===== config.mk =====
export PLATFORM = sky130hd
export DESIGN_NAME = tsx_core
export DESIGN_NICKNAME = d
export VERILOG_FILES = /design/src/design/tsx_pkg.sv /design/src/design/tsx_core.sv
export VERILOG_INCLUDE_DIRS = /design/src /design/src/design
export SDC_FILE = /design/constraint.sdc
export NUM_CORES = 1
export LEC_CHECK = 0
export BUFFER_PORTS_ARGS = -buffer_cell sky130_fd_sc_hd__buf_4
export CORE_ASPECT_RATIO = 1.1
export CORE_MARGIN = 5
export CORE_UTILIZATION = 52
export DETAILED_ROUTE_END_ITERATION = 16
export HOLD_SLACK_MARGIN = 0.15
export PLACE_DENSITY = 0.77
export REMOVE_ABC_BUFFERS = 1
export SYNTH_ARGS = -nofsm -noshare
export SYNTH_HDL_FRONTEND = slang
export SYNTH_SLANG_ARGS = --single-unit

===== constraint.sdc =====
create_clock -name ref_clk -period 2.6 [get_ports ref_clk]
set_input_delay 0.13 -clock ref_clk [delete_from_list [all_inputs] [get_ports ref_clk]]
set_output_delay 0.13 -clock ref_clk [all_outputs]
set_load 0.005 [all_outputs]

===== src/design/tsx_params.svh =====
// Offsets, field positions, opcodes and timing counts of the block
`ifndef TSX_PARAMS_SVH
`define TSX_PARAMS_SVH
`define TSX_ADDR_W      8
`define TSX_OFS_INSTR   8'h00
`define TSX_OFS_WORK    8'h04
`define TSX_OFS_PTR     8'h08
`define TSX_OFS_LATCH   8'h0C
`define TSX_OFS_BANK    8'h10
`define TSX_OFS_STATUS  8'h14
`define TSX_OFS_CTRL    8'h18
`define TSX_OFS_HOLD    8'h20
`define TSX_HOLD_MASK   8'hE3
`define TSX_PTR_W       21
`define TSX_FILE_AW     12
`define TSX_HOLD_N      8
`define TSX_OPC_TBL     14'h0002
`define TSX_OPC_WR_BIT  2
`define TSX_OPC_TST     7'h33
`define TSX_OPC_XOR     8'h0A
`define TSX_IDX_LIMIT   8'h5F
`define TSX_ACC_SPLIT   8'h60
`define TSX_ACC_HI_BANK 4'hF
`define TSX_ACC_LO_BANK 4'h0
`define TSX_ST_Z        0
`define TSX_ST_N        1
`define TSX_ST_SKIP     2
`define TSX_ST_BUSY     3
`define TSX_CTRL_EXT    0
`define TSX_TBL_CYCLES  2'h2
`define TSX_ONE_CYCLE   2'h1
`define TSX_Q_LAST      2'h3
`define TSX_Q_READ      2'h1
`define TSX_Q_TEST      2'h2
`endif


===== src/design/tsx_pkg.sv =====
// Types shared by the table, skip and xor execution block
package tsx_pkg;
  typedef enum logic [0:0] {
    TSX_IDLE = 1'b0,
    TSX_RUN  = 1'b1
  } tsx_state_t;
  typedef enum logic [2:0] {
    TSX_K_NONE = 3'b000,
    TSX_K_TRD  = 3'b001,
    TSX_K_TWR  = 3'b010,
    TSX_K_TST  = 3'b011,
    TSX_K_XOR  = 3'b100
  } tsx_kind_t;
  typedef enum logic [1:0] {
    TSX_M_KEEP    = 2'b00,
    TSX_M_POSTINC = 2'b01,
    TSX_M_POSTDEC = 2'b10,
    TSX_M_PREINC  = 2'b11
  } tsx_ptr_mode_t;
  typedef struct packed {
    tsx_kind_t     kind;
    tsx_ptr_mode_t mode;
    logic          acc;
    logic [7:0]    arg;
  } tsx_instr_t;
  typedef struct packed {
    logic [19:0] word_addr;
    logic        rd;
  } tsx_prog_req_t;
  typedef struct packed {
    logic [11:0] addr;
    logic        rd;
  } tsx_file_req_t;
endpackage : tsx_pkg


===== src/design/tsx_core.sv =====
// Execution of table read/write, test-and-skip and xor-literal
//
// The Avalon-MM register port and the address map were decided locally.
`timescale 1ns/1ns
`default_nettype none
`include "tsx_params.svh"
module tsx_core
  import tsx_pkg::*;
#(
  parameter int PTR_W  = `TSX_PTR_W,
  parameter int HOLD_N = `TSX_HOLD_N
)(
  input  wire logic                   ref_clk,
  input  wire logic                   reset_n,
  input  wire logic [`TSX_ADDR_W-1:0] avs_address,
  input  wire logic                   avs_read,
  input  wire logic                   avs_write,
  input  wire logic [31:0]            avs_writedata,
  output logic      [31:0]            avs_readdata,
  output logic                        avs_waitrequest,
  output tsx_pkg::tsx_prog_req_t      prog_req,
  input  wire logic [15:0]            prog_rd_data,
  output tsx_pkg::tsx_file_req_t      file_req,
  input  wire logic [7:0]             file_rd_data,
  input  wire logic [11:0]            index_base,
  input  wire logic                   next_two_word,
  output logic                        skip_flush,
  output logic                        busy
);
  import tsx_pkg::*;

  tsx_state_t          state;
  tsx_instr_t          cur;
  logic [1:0]          qph;
  logic [1:0]          cyc;
  logic [1:0]          last_cyc;
  logic [PTR_W-1:0]    table_pointer;
  logic [7:0]          table_latch;
  logic [7:0]          work;
  logic [3:0]          bank_select_reg;
  logic                flag_z;
  logic                flag_n;
  logic                skip_seen;
  logic                ext_en;
  logic [7:0]          wr_copy;
  logic [7:0]          hold [HOLD_N];

  function automatic tsx_instr_t decode(input logic [15:0] op);
    tsx_instr_t d;
    d.kind = TSX_K_NONE;
    d.mode = tsx_ptr_mode_t'(op[1:0]);
    d.acc  = op[8];
    d.arg  = op[7:0];
    if (op[15:2] == `TSX_OPC_TBL)
      d.kind = TSX_K_TRD;
    else if (op[15:3] == 13'(`TSX_OPC_TBL >> 1) && op[`TSX_OPC_WR_BIT])
      d.kind = TSX_K_TWR;
    else if (op[15:9] == `TSX_OPC_TST)
      d.kind = TSX_K_TST;
    else if (op[15:8] == `TSX_OPC_XOR)
      d.kind = TSX_K_XOR;
    return d;
  endfunction : decode

  function automatic logic [PTR_W-1:0] ptr_step(
    input logic [PTR_W-1:0] p,
    input logic             down
  );
    ptr_step = down ? p - PTR_W'(1) : p + PTR_W'(1);
  endfunction : ptr_step

  // Bus handshake
  wire bus_req   = avs_read | avs_write;
  wire taken     = bus_req & ~avs_waitrequest;
  wire wr_taken  = avs_write & ~avs_waitrequest;
  // Writes wait out a running instruction so software and the
  // execution never drive the same register in one cycle
  wire wr_stall  = avs_write & (state != TSX_IDLE);
  wire grant     = bus_req & avs_waitrequest & ~wr_stall;
  wire hit_instr = avs_address == `TSX_OFS_INSTR;
  wire hit_work  = avs_address == `TSX_OFS_WORK;
  wire hit_ptr   = avs_address == `TSX_OFS_PTR;
  wire hit_latch = avs_address == `TSX_OFS_LATCH;
  wire hit_bank  = avs_address == `TSX_OFS_BANK;
  wire hit_stat  = avs_address == `TSX_OFS_STATUS;
  wire hit_ctrl  = avs_address == `TSX_OFS_CTRL;
  wire hit_hold  = (avs_address & `TSX_HOLD_MASK) == `TSX_OFS_HOLD;
  wire [2:0] hold_sel = avs_address[4:2];
  wire tsx_instr_t dec_in = decode(avs_writedata[15:0]);
  wire start     = wr_taken & hit_instr;

  // Phase strobes of the four-phase instruction cycle
  wire run     = state == TSX_RUN;
  wire q2      = run & (qph == `TSX_Q_READ);
  wire q3      = run & (qph == `TSX_Q_TEST);
  wire q4      = run & (qph == `TSX_Q_LAST);
  wire first_c = cyc == 2'h0;
  wire is_trd  = cur.kind == TSX_K_TRD;
  wire is_twr  = cur.kind == TSX_K_TWR;
  wire is_tbl  = is_trd | is_twr;
  wire is_tst  = cur.kind == TSX_K_TST;
  wire is_xor  = cur.kind == TSX_K_XOR;
  wire done    = q4 & (cyc == last_cyc);

  // Pointer motion: pre-increment lands before the access cycle,
  // post modes after it, so the access sees the right address
  wire pre_upd  = is_tbl & q4 & first_c & (cur.mode == TSX_M_PREINC);
  wire post_upd = is_tbl & q4 & ~first_c &
                  (cur.mode == TSX_M_POSTINC ||
                   cur.mode == TSX_M_POSTDEC);
  wire ptr_down = cur.mode == TSX_M_POSTDEC;

  // Operand address resolution for test-and-skip
  wire idx_mode = ext_en & ~cur.acc & (cur.arg <= `TSX_IDX_LIMIT);
  wire [11:0] idx_addr = index_base + {4'h0, cur.arg};
  wire [3:0] acc_bank = (cur.arg >= `TSX_ACC_SPLIT) ?
                        `TSX_ACC_HI_BANK : `TSX_ACC_LO_BANK;
  wire [11:0] acc_addr = {acc_bank, cur.arg};
  wire [11:0] bank_addr = {bank_select_reg, cur.arg};
  wire [11:0] opnd_addr = idx_mode ? idx_addr :
                          (cur.acc ? bank_addr : acc_addr);
  wire zero_hit = is_tst & first_c & q3 & (file_rd_data == 8'h00);
  wire [1:0] skip_len = next_two_word ? 2'h2 : 2'h1;

  wire [7:0] xor_res = work ^ cur.arg;
  wire [7:0] prog_byte = table_pointer[0] ?
                         prog_rd_data[15:8] : prog_rd_data[7:0];

  // Read multiplexer; unmapped addresses read as zero
  wire [31:0] status_word = {28'h0, state == TSX_RUN, skip_seen,
                             flag_n, flag_z};
  wire [31:0] rd_mux =
    hit_work  ? {24'h0, work} :
    hit_ptr   ? {{(32-PTR_W){1'b0}}, table_pointer} :
    hit_latch ? {24'h0, table_latch} :
    hit_bank  ? {28'h0, bank_select_reg} :
    hit_stat  ? status_word :
    hit_ctrl  ? {31'h0, ext_en} :
    hit_hold  ? {24'h0, hold[hold_sel]} :
    hit_instr ? {29'h0, cur.kind} : 32'h0;

  always_ff @(posedge ref_clk or negedge reset_n)
  begin
    if (!reset_n)
    begin
      avs_waitrequest <= 1'b1;
      avs_readdata    <= 32'h0;
    end
    else if (grant)
    begin
      avs_waitrequest <= 1'b0;
      avs_readdata    <= rd_mux;
    end
    else
      avs_waitrequest <= 1'b1;
  end

  // Sequencer
  always_ff @(posedge ref_clk or negedge reset_n)
  begin
    if (!reset_n)
    begin
      state    <= TSX_IDLE;
      cur      <= '0;
      qph      <= 2'h0;
      cyc      <= 2'h0;
      last_cyc <= 2'h0;
    end
    else
    begin
      case (state)
        TSX_IDLE:
        begin
          if (start && dec_in.kind != TSX_K_NONE)
          begin
            state    <= TSX_RUN;
            cur      <= dec_in;
            qph      <= 2'h0;
            cyc      <= 2'h0;
            last_cyc <= (dec_in.kind == TSX_K_TRD ||
                         dec_in.kind == TSX_K_TWR) ?
                        `TSX_TBL_CYCLES - `TSX_ONE_CYCLE : 2'h0;
          end
        end
        TSX_RUN:
        begin
          qph <= qph + 2'h1;
          if (zero_hit)
            last_cyc <= skip_len;
          if (done)
            state <= TSX_IDLE;
          else if (q4)
            cyc <= cyc + 2'h1;
        end
        default:
          state <= TSX_IDLE;
      endcase
    end
  end

  // Table pointer
  always_ff @(posedge ref_clk or negedge reset_n)
  begin
    if (!reset_n)
      table_pointer <= '0;
    else if (wr_taken && hit_ptr)
      table_pointer <= avs_writedata[PTR_W-1:0];
    else if (pre_upd)
      table_pointer <= ptr_step(table_pointer, 1'b0);
    else if (post_upd)
      table_pointer <= ptr_step(table_pointer, ptr_down);
  end

  // Program memory access in Q2 of the second cycle, byte in Q4
  always_ff @(posedge ref_clk or negedge reset_n)
  begin
    if (!reset_n)
      prog_req <= '0;
    else
    begin
      prog_req.rd        <= is_trd & ~first_c & (qph == 2'h0) & run;
      prog_req.word_addr <= table_pointer[PTR_W-1:1];
    end
  end

  always_ff @(posedge ref_clk or negedge reset_n)
  begin
    if (!reset_n)
      table_latch <= 8'h0;
    else if (wr_taken && hit_latch)
      table_latch <= avs_writedata[7:0];
    else if (is_trd && ~first_c && q4)
      table_latch <= prog_byte;
  end

  // Holding registers only; programming the array is elsewhere
  always_ff @(posedge ref_clk or negedge reset_n)
  begin
    if (!reset_n)
      wr_copy <= 8'h0;
    else if (is_twr && ~first_c && q2)
      wr_copy <= table_latch;
  end

  always_ff @(posedge ref_clk or negedge reset_n)
  begin
    if (!reset_n)
    begin
      for (int i = 0; i < HOLD_N; i++)
        hold[i] <= 8'hFF;
    end
    else if (is_twr && ~first_c && q4)
      hold[table_pointer[2:0]] <= wr_copy;
  end
  // The holding write above is the only store

  // Operand fetch for test-and-skip
  always_ff @(posedge ref_clk or negedge reset_n)
  begin
    if (!reset_n)
      file_req <= '0;
    else
    begin
      file_req.rd   <= is_tst & first_c & (qph == 2'h0) & run;
      file_req.addr <= opnd_addr;
    end
  end

  // Skip flush covers the discarded word(s); flags untouched
  always_ff @(posedge ref_clk or negedge reset_n)
  begin
    if (!reset_n)
    begin
      skip_flush <= 1'b0;
      skip_seen  <= 1'b0;
    end
    else if (zero_hit)
    begin
      skip_flush <= 1'b1;
      skip_seen  <= 1'b1;
    end
    else if (start)
      skip_seen  <= 1'b0;
    else if (done)
      skip_flush <= 1'b0;
  end

  // Working register and the two flags the xor may touch
  always_ff @(posedge ref_clk or negedge reset_n)
  begin
    if (!reset_n)
    begin
      work   <= 8'h0;
      flag_z <= 1'b0;
      flag_n <= 1'b0;
    end
    else if (wr_taken && hit_work)
      work <= avs_writedata[7:0];
    else if (wr_taken && hit_stat)
    begin
      flag_z <= avs_writedata[`TSX_ST_Z];
      flag_n <= avs_writedata[`TSX_ST_N];
    end
    else if (is_xor && q4)
    begin
      work   <= xor_res;
      flag_z <= xor_res == 8'h00;
      flag_n <= xor_res[7];
    end
  end

  always_ff @(posedge ref_clk or negedge reset_n)
  begin
    if (!reset_n)
    begin
      bank_select_reg <= 4'h0;
      ext_en          <= 1'b0;
    end
    else if (wr_taken && hit_bank)
      bank_select_reg <= avs_writedata[3:0];
    else if (wr_taken && hit_ctrl)
      ext_en <= avs_writedata[`TSX_CTRL_EXT];
  end

  always_ff @(posedge ref_clk or negedge reset_n)
  begin
    if (!reset_n)
      busy <= 1'b0;
    else
      busy <= (start && dec_in.kind != TSX_K_NONE) | (run & ~done);
  end

endmodule : tsx_core
`default_nettype wire


After elaboration in Yosys (flattened, before gate mapping)

Cells that the tools add are included.

Word-level logic and storage cells: 202
Flip-flop bits (word level): 207

Magnitude comparators: 5
Bitwise operators: 39
Mux-type cells: 54
Add/sub/neg operators: 5
Equality and inequality tests: 30
Reductions and logical operators: 36

Operator list:

| kind                    | number |
|---|---|
| $mux W21                | 6 |
| $mux W8                 | 14 |
| $bwmux W64              | 1 |
| $and A1 B1 Y1           | 25 |
| $bmux W8 S3             | 1 |
| $demux W8 S3            | 1 |
| $eq A8 B4 Y1 const B    | 3 |
| $eq A8 B5 Y1 const B    | 3 |
| $logic_not A8 Y1        | 3 |
| $mux W12                | 2 |
| $add A21 B1 Y21 const B | 1 |
| $sub A21 B1 Y21 const B | 1 |
| $logic_and A1 B1 Y1     | 15 |
| $mux W3                 | 5 |
| $eq A14 B2 Y1 const B   | 1 |
| $eq A13 B1 Y1 const B   | 1 |
| $mux W1                 | 13 |
| $add A12 B8 Y12         | 1 |
| $mux W2                 | 6 |
| $pmux W2 S2             | 3 |
| $reduce_and A2 Y1       | 6 |
| $reduce_bool A2 Y1      | 5 |
| $eq A3 B2 Y1 const B    | 3 |
| $eq A2 B2 Y1 const B    | 4 |
| other kinds (24)        | 45 |

Logic depth before layout (Yosys ltp)

Gate-level depths: netlist of run 1.

Depth in word-level cells: 11
Gate-level depth with buffers: 9
Depth with buffers taken out: 8

Worst setup path before layout of run 1

OpenSTA, ideal clock, no wires.

Path kind: register to register
Start: reg, netlist name acc_addr[1]
End: reg table_pointer[8]
Arrival time: 2605 ps
Cell stages (with the launch flop): 9
Path buffers: 0
Library setup time: 125 ps
Slack: -129 ps
Path through: dfrtp_1 -> inv_1 -> ha_1 -> or3b_2 -> a2111oi_0 -> nand2_1 -> o21ai_0 -> xor2_1 -> mux2_2

RTL lines:

| element                | line            | RTL |
|---|---|---|
| end signal: assignment | tsx_core.sv:207 | `table_pointer <= avs_writedata[PTR_W-1:0];` |
| end signal: assignment | tsx_core.sv:209 | `table_pointer <= ptr_step(table_pointer, 1'b0);` |
| end signal: assignment | tsx_core.sv:211 | `table_pointer <= ptr_step(table_pointer, ptr_down);` |
| end: declaration       | tsx_core.sv:37  | `logic [PTR_W-1:0] table_pointer;` |

Final worst setup path of run 1

Start: reg table_pointer[9]
End: reg table_pointer[20]

Longest elaborated chain between the ends: 5

RTL lines:

| element                                            | line            | RTL |
|---|---|---|
| $add A21 B1 Y21 or $sub A21 B1 Y21 (tied branches) | tsx_core.sv:69  | `ptr_step = down ? p - PTR_W'(1) : p + PTR_W'(1);` |
| $mux W21                                           | tsx_core.sv:69  |  |
| $mux W21                                           | tsx_core.sv:210 | `else if (post_upd)` |
| $mux W21 *                                         | tsx_core.sv:208 | `else if (pre_upd)` |
| $mux W21 *                                         | tsx_core.sv:206 | `else if (wr_taken && hit_ptr)` |

Every way passes the cells marked *; elsewhere a longest branch is shown, timed or not. The select of a mux whose other input is x is not followed.
A chain may end at the register's enable or synchronous reset.

==> PnR_summary.wiki, run 1 <==
{| class="wikitable"
! Metric !! Value
|-
| Max-cap violations || 0
|-
| FP Rows || 53
|-
| Maximum fanout count along the critical path || 3
|-
| Yosys warnings || 0
|-
| Fill cell total of the finished layout || about 1500
|-
| Area of the mapped netlist || roughly 0.01 mm²
|-
| Number of library cell types mapped by synthesis || 63
|-
| Number of enable-type register cells in the synthesized netlist || 0
|-
| Max Fclk || ~400 MHz
|-
| Pre-antenna DRT Iters || 5
|-
| Ratio of cells with drive above 1 in the final layout || between 30% and 40%
|-
| Via-to-Cell Ratio || slightly below 6
|-
| Period utilisation layout || a little over nine tenths
|-
| DRT met1 WL || 11200 µm
|-
| Highest metal layer used by the detailed router || met4
|-
| Vertical extent of the die || around 160 µm
|-
| Worst-case vdd ir drop || between 0.4 and 0.5 mV
|-
| Cell count after placement || roughly 1300
|-
| Result of the run || complete, no violations
|-
| Pin count of the biggest net entering global routing || between 80 and 90
|-
| Final estimated routing congestion in global placement || around 0.96
|-
| Number of buffers on the longest clock path || 2
|-
| Worst-path cell with the longest stage delay || or4_4
|-
| Top cell type's share of synthesized area || 32.1%
|-
| Min-Delay Startpoint || prog_rd_data[10]
|-
| Post-detailed-placement half-perimeter wirelength || 19000 µm
|-
| Routed met2 length || approximately 13000 µm
|-
| Crit path launch || table_pointer[9]
|-
| Startpoint-to-endpoint class of the critical path || reg -> reg
|-
| All-layer global routing usage || about a quarter
|-
| DR vias || 8053
|-
| Final Max Slew Viols || 0
|-
| Most flop-heavy register || hold
|-
| Share of async-settable or async-resettable flops after synthesis || between 90% and 100%
|-
| Fin Clk Skew || between 0.01 and 0.015 ns
|-
| H-tree level count || 4
|-
| Cell type with the highest occurrence count on the critical path || or4_4
|-
| Initial drt markers || between 600 and 700
|-
| Actual slew at the worst max-slew pin || 0.726 ns
|-
| Ports placed on the boundary || 150
|-
| N_diodes || 0
|-
| Required arrival time at the worst endpoint || slightly below 3 ns
|-
| Root buffer cell || clkbuf_16
|-
| Library cell occupying the most area in the post-synthesis netlist || dfrtp_1
|-
| Number of nets in the layout || between 1000 and 1500
|-
| Post-layout instance count excluding filler cells || approximately 1400
|-
| Number of instances in the synthesized netlist || 923
|-
| Clock buffers created by TritonCTS || 17
|-
| TritonCTS clock tree || done
|-
| Count of state elements after synthesis || just under 200
|-
| RSZ-0062 raised after global routing || no
|-
| Min-delay worst type || in -> reg
|-
| Final design instance area without fill || 0.0125 mm²
|-
| Register-to-Register Setup Slack || between 0.1 and 0.15 ns
|-
| Summed negative setup slack over all endpoints || 0 ns
|-
| Remaining design rule violation count || 0
|-
| Max FFs per register || 64
|-
| Crit-path leading delay family || simple AND/OR/NAND/NOR gates
|-
| Later-pin clock latency in the skew report || ~0.44 ns
|-
| Number of sinks on the clock net || around 190
|-
| Post-placement cell area || 0.0116 mm²
|-
| Kind of start point of the critical path || flip-flop
|-
| Most used DFF post-synth || dfrtp_1
|-
| Cell leakage power || around 5.5 nW
|-
| Number of hold violations in the final report || 0
|-
| Wirelength per Cell || about 20 µm
|-
| Total wire length || around 27000 µm
|-
| Largest cells by area after synthesis || dfrtp_1 32%, dfstp_2 17%, mux2_2 11%
|-
| Final period demand of the worst path || between 2 and 2.5 ns
|-
| Final antenna-violating net count || 0
|-
| Fin Hold WS || between 0.15 and 0.2 ns
|-
| Core area || around 0.019 mm²
|-
| Power density over the cells || between 500 and 600 mW/mm²
|-
| Clock edge transition at the registers on the reported setup and hold paths || ~0.080 ns
|-
| Floorplan die width || between 100 and 150 µm
|-
| Final cell utilization of the core || about two thirds
|-
| Initial standard-cell utilization of the core || between 50% and 60%
|-
| WP data arrival || ~2.9 ns
|-
| Sequential element share of the synthesized area || between 40 and 50%
|-
| Worst path buffer plus inverter count || 0
|-
| Top post-synthesis cells by count || 129 x dfrtp_1, 101 x nand2_1, 96 x mux2_2, 65 x dfstp_2, 57 x o21ai_0
|-
| Average instance area after synthesis || around 11 µm²
|-
| Die area || roughly 0.022 mm²
|-
| Setup violations, final || 0
|-
| Ordered cell list for the critical path || or4_4, or3_4, or4_4, o41ai_4, mux2_1, nand2_1
|-
| Number of global-route vias before repair || 8065
|-
| Wire length of the first global-routing pass || 43700 µm
|-
| Wire length on met3 || approximately 1900 µm
|-
| R2R Path Start || table_pointer[9]
|-
| Slew Limit Headroom || 51.6%
|-
| Crit path capture type || flip-flop
|-
| Most repeated cell in the gate-level netlist after synthesis || dfrtp_1
|-
| Initial antenna violation count || 0
|-
| Maximum cell stage delay along the critical path || between 0.5 and 0.6 ns
|-
| Relative area change from synthesis to final layout || 24.5%
|-
| Overall overflow remaining after global route || 0
|-
| Number of buffers added on ports || ~130
|}
tightest hold or removal path, stage by stage:
cell and delay, ns:
buf_4 0.07, mux2i_1 0.08, nor2_1 0.09, a21oi_1 0.05, o21ai_0 0.13
kinds of logic (layout without fill, tap and decap cells):
family	after synthesis	after routing	share of synthesized area [%]
AO/OA/AOI/OAI	175	175	11.0
XOR/XNOR	48	48	4.18
adder cells (fa/ha/maj)	19	19	2.44
buffers and inverters	78	270	3.53
flip-flops	194	194	49.1
multiplexers	126	126	15.7
other	1	11	0.0373
AND/OR/NAND/NOR	282	282	14.0
per-layer routing:
metal,GRT usage (%),vias up
met2,40.6,341
met1,33.5,3952
li1,-,3692
met4,9.28,0
met5,0,-
met3,4.54,68
cell usage in the layout (no fill, tap or decap), types with 17 or more instances in the layout:
| cell type | instances |
|---|---|
| o21ai_0 | 57 |
| dlygate4sd3_1 | 34 |
| nor2_1 | 55 |
| xnor2_1 | 28 |
| dfrtp_1 | 129 |
| nand2_1 | 101 |
| nor3_1 | 18 |
| dfstp_2 | 65 |
| buf_4 | 185 |
| nand4_1 | 17 |
| nand3_1 | 21 |
| a21oi_1 | 38 |
| ha_1 | 18 |
| clkbuf_16 | 17 |
| mux2_2 | 96 |
| xor2_1 | 20 |
path summary, 6_finish.rpt:
check / cells after the start / to
setup / recovery: 6 / table_pointer[20]
max in group asynchronous: 3 / hold[60]
hold reg to reg: 0 / prog_req[20]
setup reg to reg: 6 / table_pointer[20]
min in group asynchronous: 2 / file_req[4]
hold / removal: 5 / table_latch[2]
repair_timing:
action	in CTS	in global routing
hold buffers	34	0
endpoints found under the hold margin	100	0
resized for setup	0	3
endpoints found under the setup margin	0	12
setup buffers	0	0
cell type report:
class | instances | area, µm² | share of cell area [%]
repair buffers | 223 | 1800 | 14.4
clock inverters | 15 | 163 | 1.30
inverters | 15 | 56.3 | 0.450
clock buffers | 17 | 425 | 3.40
multi-input cells | 661 | 4820 | 38.5
flip-flops and latches | 194 | 4940 | 39.4
well taps | 247 | 309 | 2.47
per-stage QoR:
stage	total power, mW	worst slack, ns
after floorplan	3.34	-0.129
after global placement	3.68	0.0490
after detailed placement	3.69	0.0430
after CTS	6.32	0.0256
after global routing	6.50	0.00201
final	6.29	0.104
where the power goes:
part           internal (mW)  switching (mW)  leakage [nW]
clock                   1.29            1.32         0.287
sequential              3.07          0.0377          2.20
combinational          0.256           0.312          3.04
total                   4.62            1.67          5.52
(Power assumes the default switching activity.)
==> inputs of run 2 (changes only) <==
CORE_ASPECT_RATIO = 0.75   (was 1.1)
==> run 2 against run 1 <==
  * Die area is 0.12% higher
  * First-iteration DRC count grew 28%
  * Sequential cell count stayed put
  * Cell count up 0.51%
  * Sequential share of layout area about the same
  * Worst hold slack better by 0.017 ns
==> PnR_summary.wiki, run 2 (same netlist as run 1, synthesis figures left out) <==
{| class="wikitable"
! Metric !! Value
|-
| Result of the run || complete, no violations
|-
| FP Rows || 44 (-17%)
|-
| Post-detailed-placement half-perimeter wirelength || 19500 µm (+2.9%)
|-
| RSZ-0062 raised after global routing || yes
|-
| Wire length of the first global-routing pass || 43300 µm (-0.85%)
|-
| Number of nets in the layout || 1213 (+0.083%)
|-
| Final antenna-violating net count || 0 (unchanged)
|-
| Most flop-heavy register || hold
|-
| Remaining design rule violation count || 0 (unchanged)
|-
| TritonCTS clock tree || done
|-
| Cell leakage power || 5.51 nW (-0.26%)
|-
| Overall overflow remaining after global route || 0 (unchanged)
|-
| Max Fclk || 404 MHz (+0.86%)
|-
| Final estimated routing congestion in global placement || 0.929 (-3.1%)
|-
| H-tree level count || 4 (unchanged)
|-
| Via-to-Cell Ratio || 5.82 (-0.78%)
|-
| Later-pin clock latency in the skew report || 0.44 ns (about the same)
|-
| Max FFs per register || 64 (unchanged)
|-
| Ratio of cells with drive above 1 in the final layout || 36.6% (+0.15 points)
|-
| Worst-case vdd ir drop || 0.372 mV (-19%)
|-
| Pin count of the biggest net entering global routing || 72 (-19%)
|-
| Power density over the cells || 498 mW/mm² (-1.0%)
|-
| Die area || 0.0222 mm² (+0.12%)
|-
| Number of buffers on the longest clock path || 2 (unchanged)
|-
| Post-route total power || 6.23 mW (-1.1%)
|-
| Startpoint-to-endpoint class of the critical path || reg -> reg
|-
| Initial standard-cell utilization of the core || 52.5% (-0.16 points)
|-
| Kind of start point of the critical path || flip-flop
|-
| Ports placed on the boundary || 150 (unchanged)
|-
| WP data arrival || 2.80 ns (-0.08 ns)
|-
| Period utilisation layout || 95.2% (-0.81 points)
|-
| Maximum fanout count along the critical path || 6 (+3)
|-
| Number of hold violations in the final report || 0 (unchanged)
|-
| Number of global-route vias before repair || 7834 (-2.9%)
|-
| DR vias || 8031 (-0.27%)
|-
| Final Max Slew Viols || 0 (unchanged)
|-
| Cell count after placement || 1312 (+0.46%)
|-
| Post-CTS setup buffer count || 0 (unchanged)
|-
| Number of buffers added on ports || 127 (unchanged)
|-
| Root buffer cell || clkbuf_16
|-
| Final period demand of the worst path || 2.47 ns (-0.0212 ns)
|-
| Leading cell types in the layout, fill and taps excluded || 186 x buf_4, 129 x dfrtp_1, 101 x nand2_1
|-
| Floorplan die width || 171 µm (+20%)
|-
| Post-layout instance count excluding filler cells || 1379 (+0.51%)
|-
| Max-cap violations || 0 (unchanged)
|-
| Initial antenna violation count || 0 (unchanged)
|-
| Clock buffers created by TritonCTS || 17 (unchanged)
|-
| Most common cell after layout, fill and taps aside || buf_4
|-
| Min-delay worst type || in -> reg
|-
| Actual slew at the worst max-slew pin || 0.675 ns (-0.0507 ns)
|-
| Pre-antenna DRT Iters || 5 (unchanged)
|-
| Number of sinks on the clock net || 194 (unchanged)
|-
| Crit path capture type || flip-flop
|-
| Core area || 0.0192 mm² (+0.31%)
|-
| Setup violations, final || 0 (unchanged)
|-
| Fin Hold WS || 0.167 ns (+0.0169 ns)
|-
| Slew Limit Headroom || 54.7% (+3.1 points)
|-
| Total wire length || 27500 µm (+0.88%)
|-
| Wirelength per Cell || 19.9 µm (+0.37%)
|-
| Fin Clk Skew || 0.0144 ns (+0.00338 ns)
|-
| All-layer global routing usage || 25.0% (+0.073 points)
|-
| Required arrival time at the worst endpoint || 2.92 ns (-0.06 ns)
|-
| Vertical extent of the die || 130 µm (-16%)
|-
| N_diodes || 0 (unchanged)
|-
| Initial drt markers || 844 (+28%)
|-
| Relative area change from synthesis to final layout || 24.4% (about the same)
|-
| Clock edge transition at the registers on the reported setup and hold paths || 0.08 ns (about the same)
|}
run 2: worst max-delay path: stages (launching register included):
cell and delay [ns]:
dfrtp_1 0.41, inv_1 0.06, ha_1 0.25, buf_4 0.18, nand2b_1 0.17, nor3_1 0.32
nand3_1 0.28, o41ai_1 0.42, xnor2_1 0.17, o21ai_0 0.09
run 2: final timing paths:
kind | to | cells after the start | slack [ns] | from
min in group asynchronous | avs_readdata[6] | 2 | 0.28 | reset_n
max reg2reg | table_pointer[10] | 9 | 0.13 | cyc[0]
min reg2reg | prog_req[20] | 0 | 0.46 | table_pointer[20]
max | table_pointer[10] | 9 | 0.13 | cyc[0]
max in group asynchronous | avs_waitrequest | 3 | 1.57 | reset_n
min | table_latch[4] | 5 | 0.17 | prog_rd_data[4]
run 2: cell type report:
cell class,instances,area [µm²]
Multi-Input combinational cell,661,4830
Sequential cell,194,4940
Tap cell,253,317
Fill cell,1455,6650
Timing Repair Buffer,224,1800
Inverter,15,56.3
Clock inverter,14,124
Clock buffer,18,439
run 2: power by group:
group / leakage [nW] / internal (mW) / total, mW / switching [mW]
Clock: 0.273 / 1.28 / 2.54 / 1.26
Sequential: 2.20 / 3.07 / 3.11 / 0.0383
Combinational: 3.03 / 0.256 / 0.572 / 0.317
run 2: layer usage:
layer	track usage, %	wire length (µm)	vias up
li1	-	-	3686
met1	37.5	12100	3943
met2	36.5	12200	368
met3	6.74	2740	34
met4	6.24	369	0
met5	0	0	-
run 2: timing repair:
item                                   CTS  global route
setup endpoints to repair                0            15
endpoints found under the hold margin  133             0
hold buffers                            35             0
gates resized for setup                  0             7
run 2: metrics by stage:
| stage | instance area (µm²) | utilization, % | worst slack (ns) | TNS, ns |
|---|---|---|---|---|
| after global routing | 12500 | 65.3 | -0.0301 | -0.0344 |
| after CTS | 12500 | 65.1 | 0.0454 | 0 |
| after floorplan | 9790 | - | -0.129 | -0.493 |
| after detailed placement | 11600 | 60.3 | 0.0824 | 0 |
| final | 12500 | 65.3 | 0.125 | 0 |
| after global placement | 11600 | 60.3 | 0.0950 | 0 |
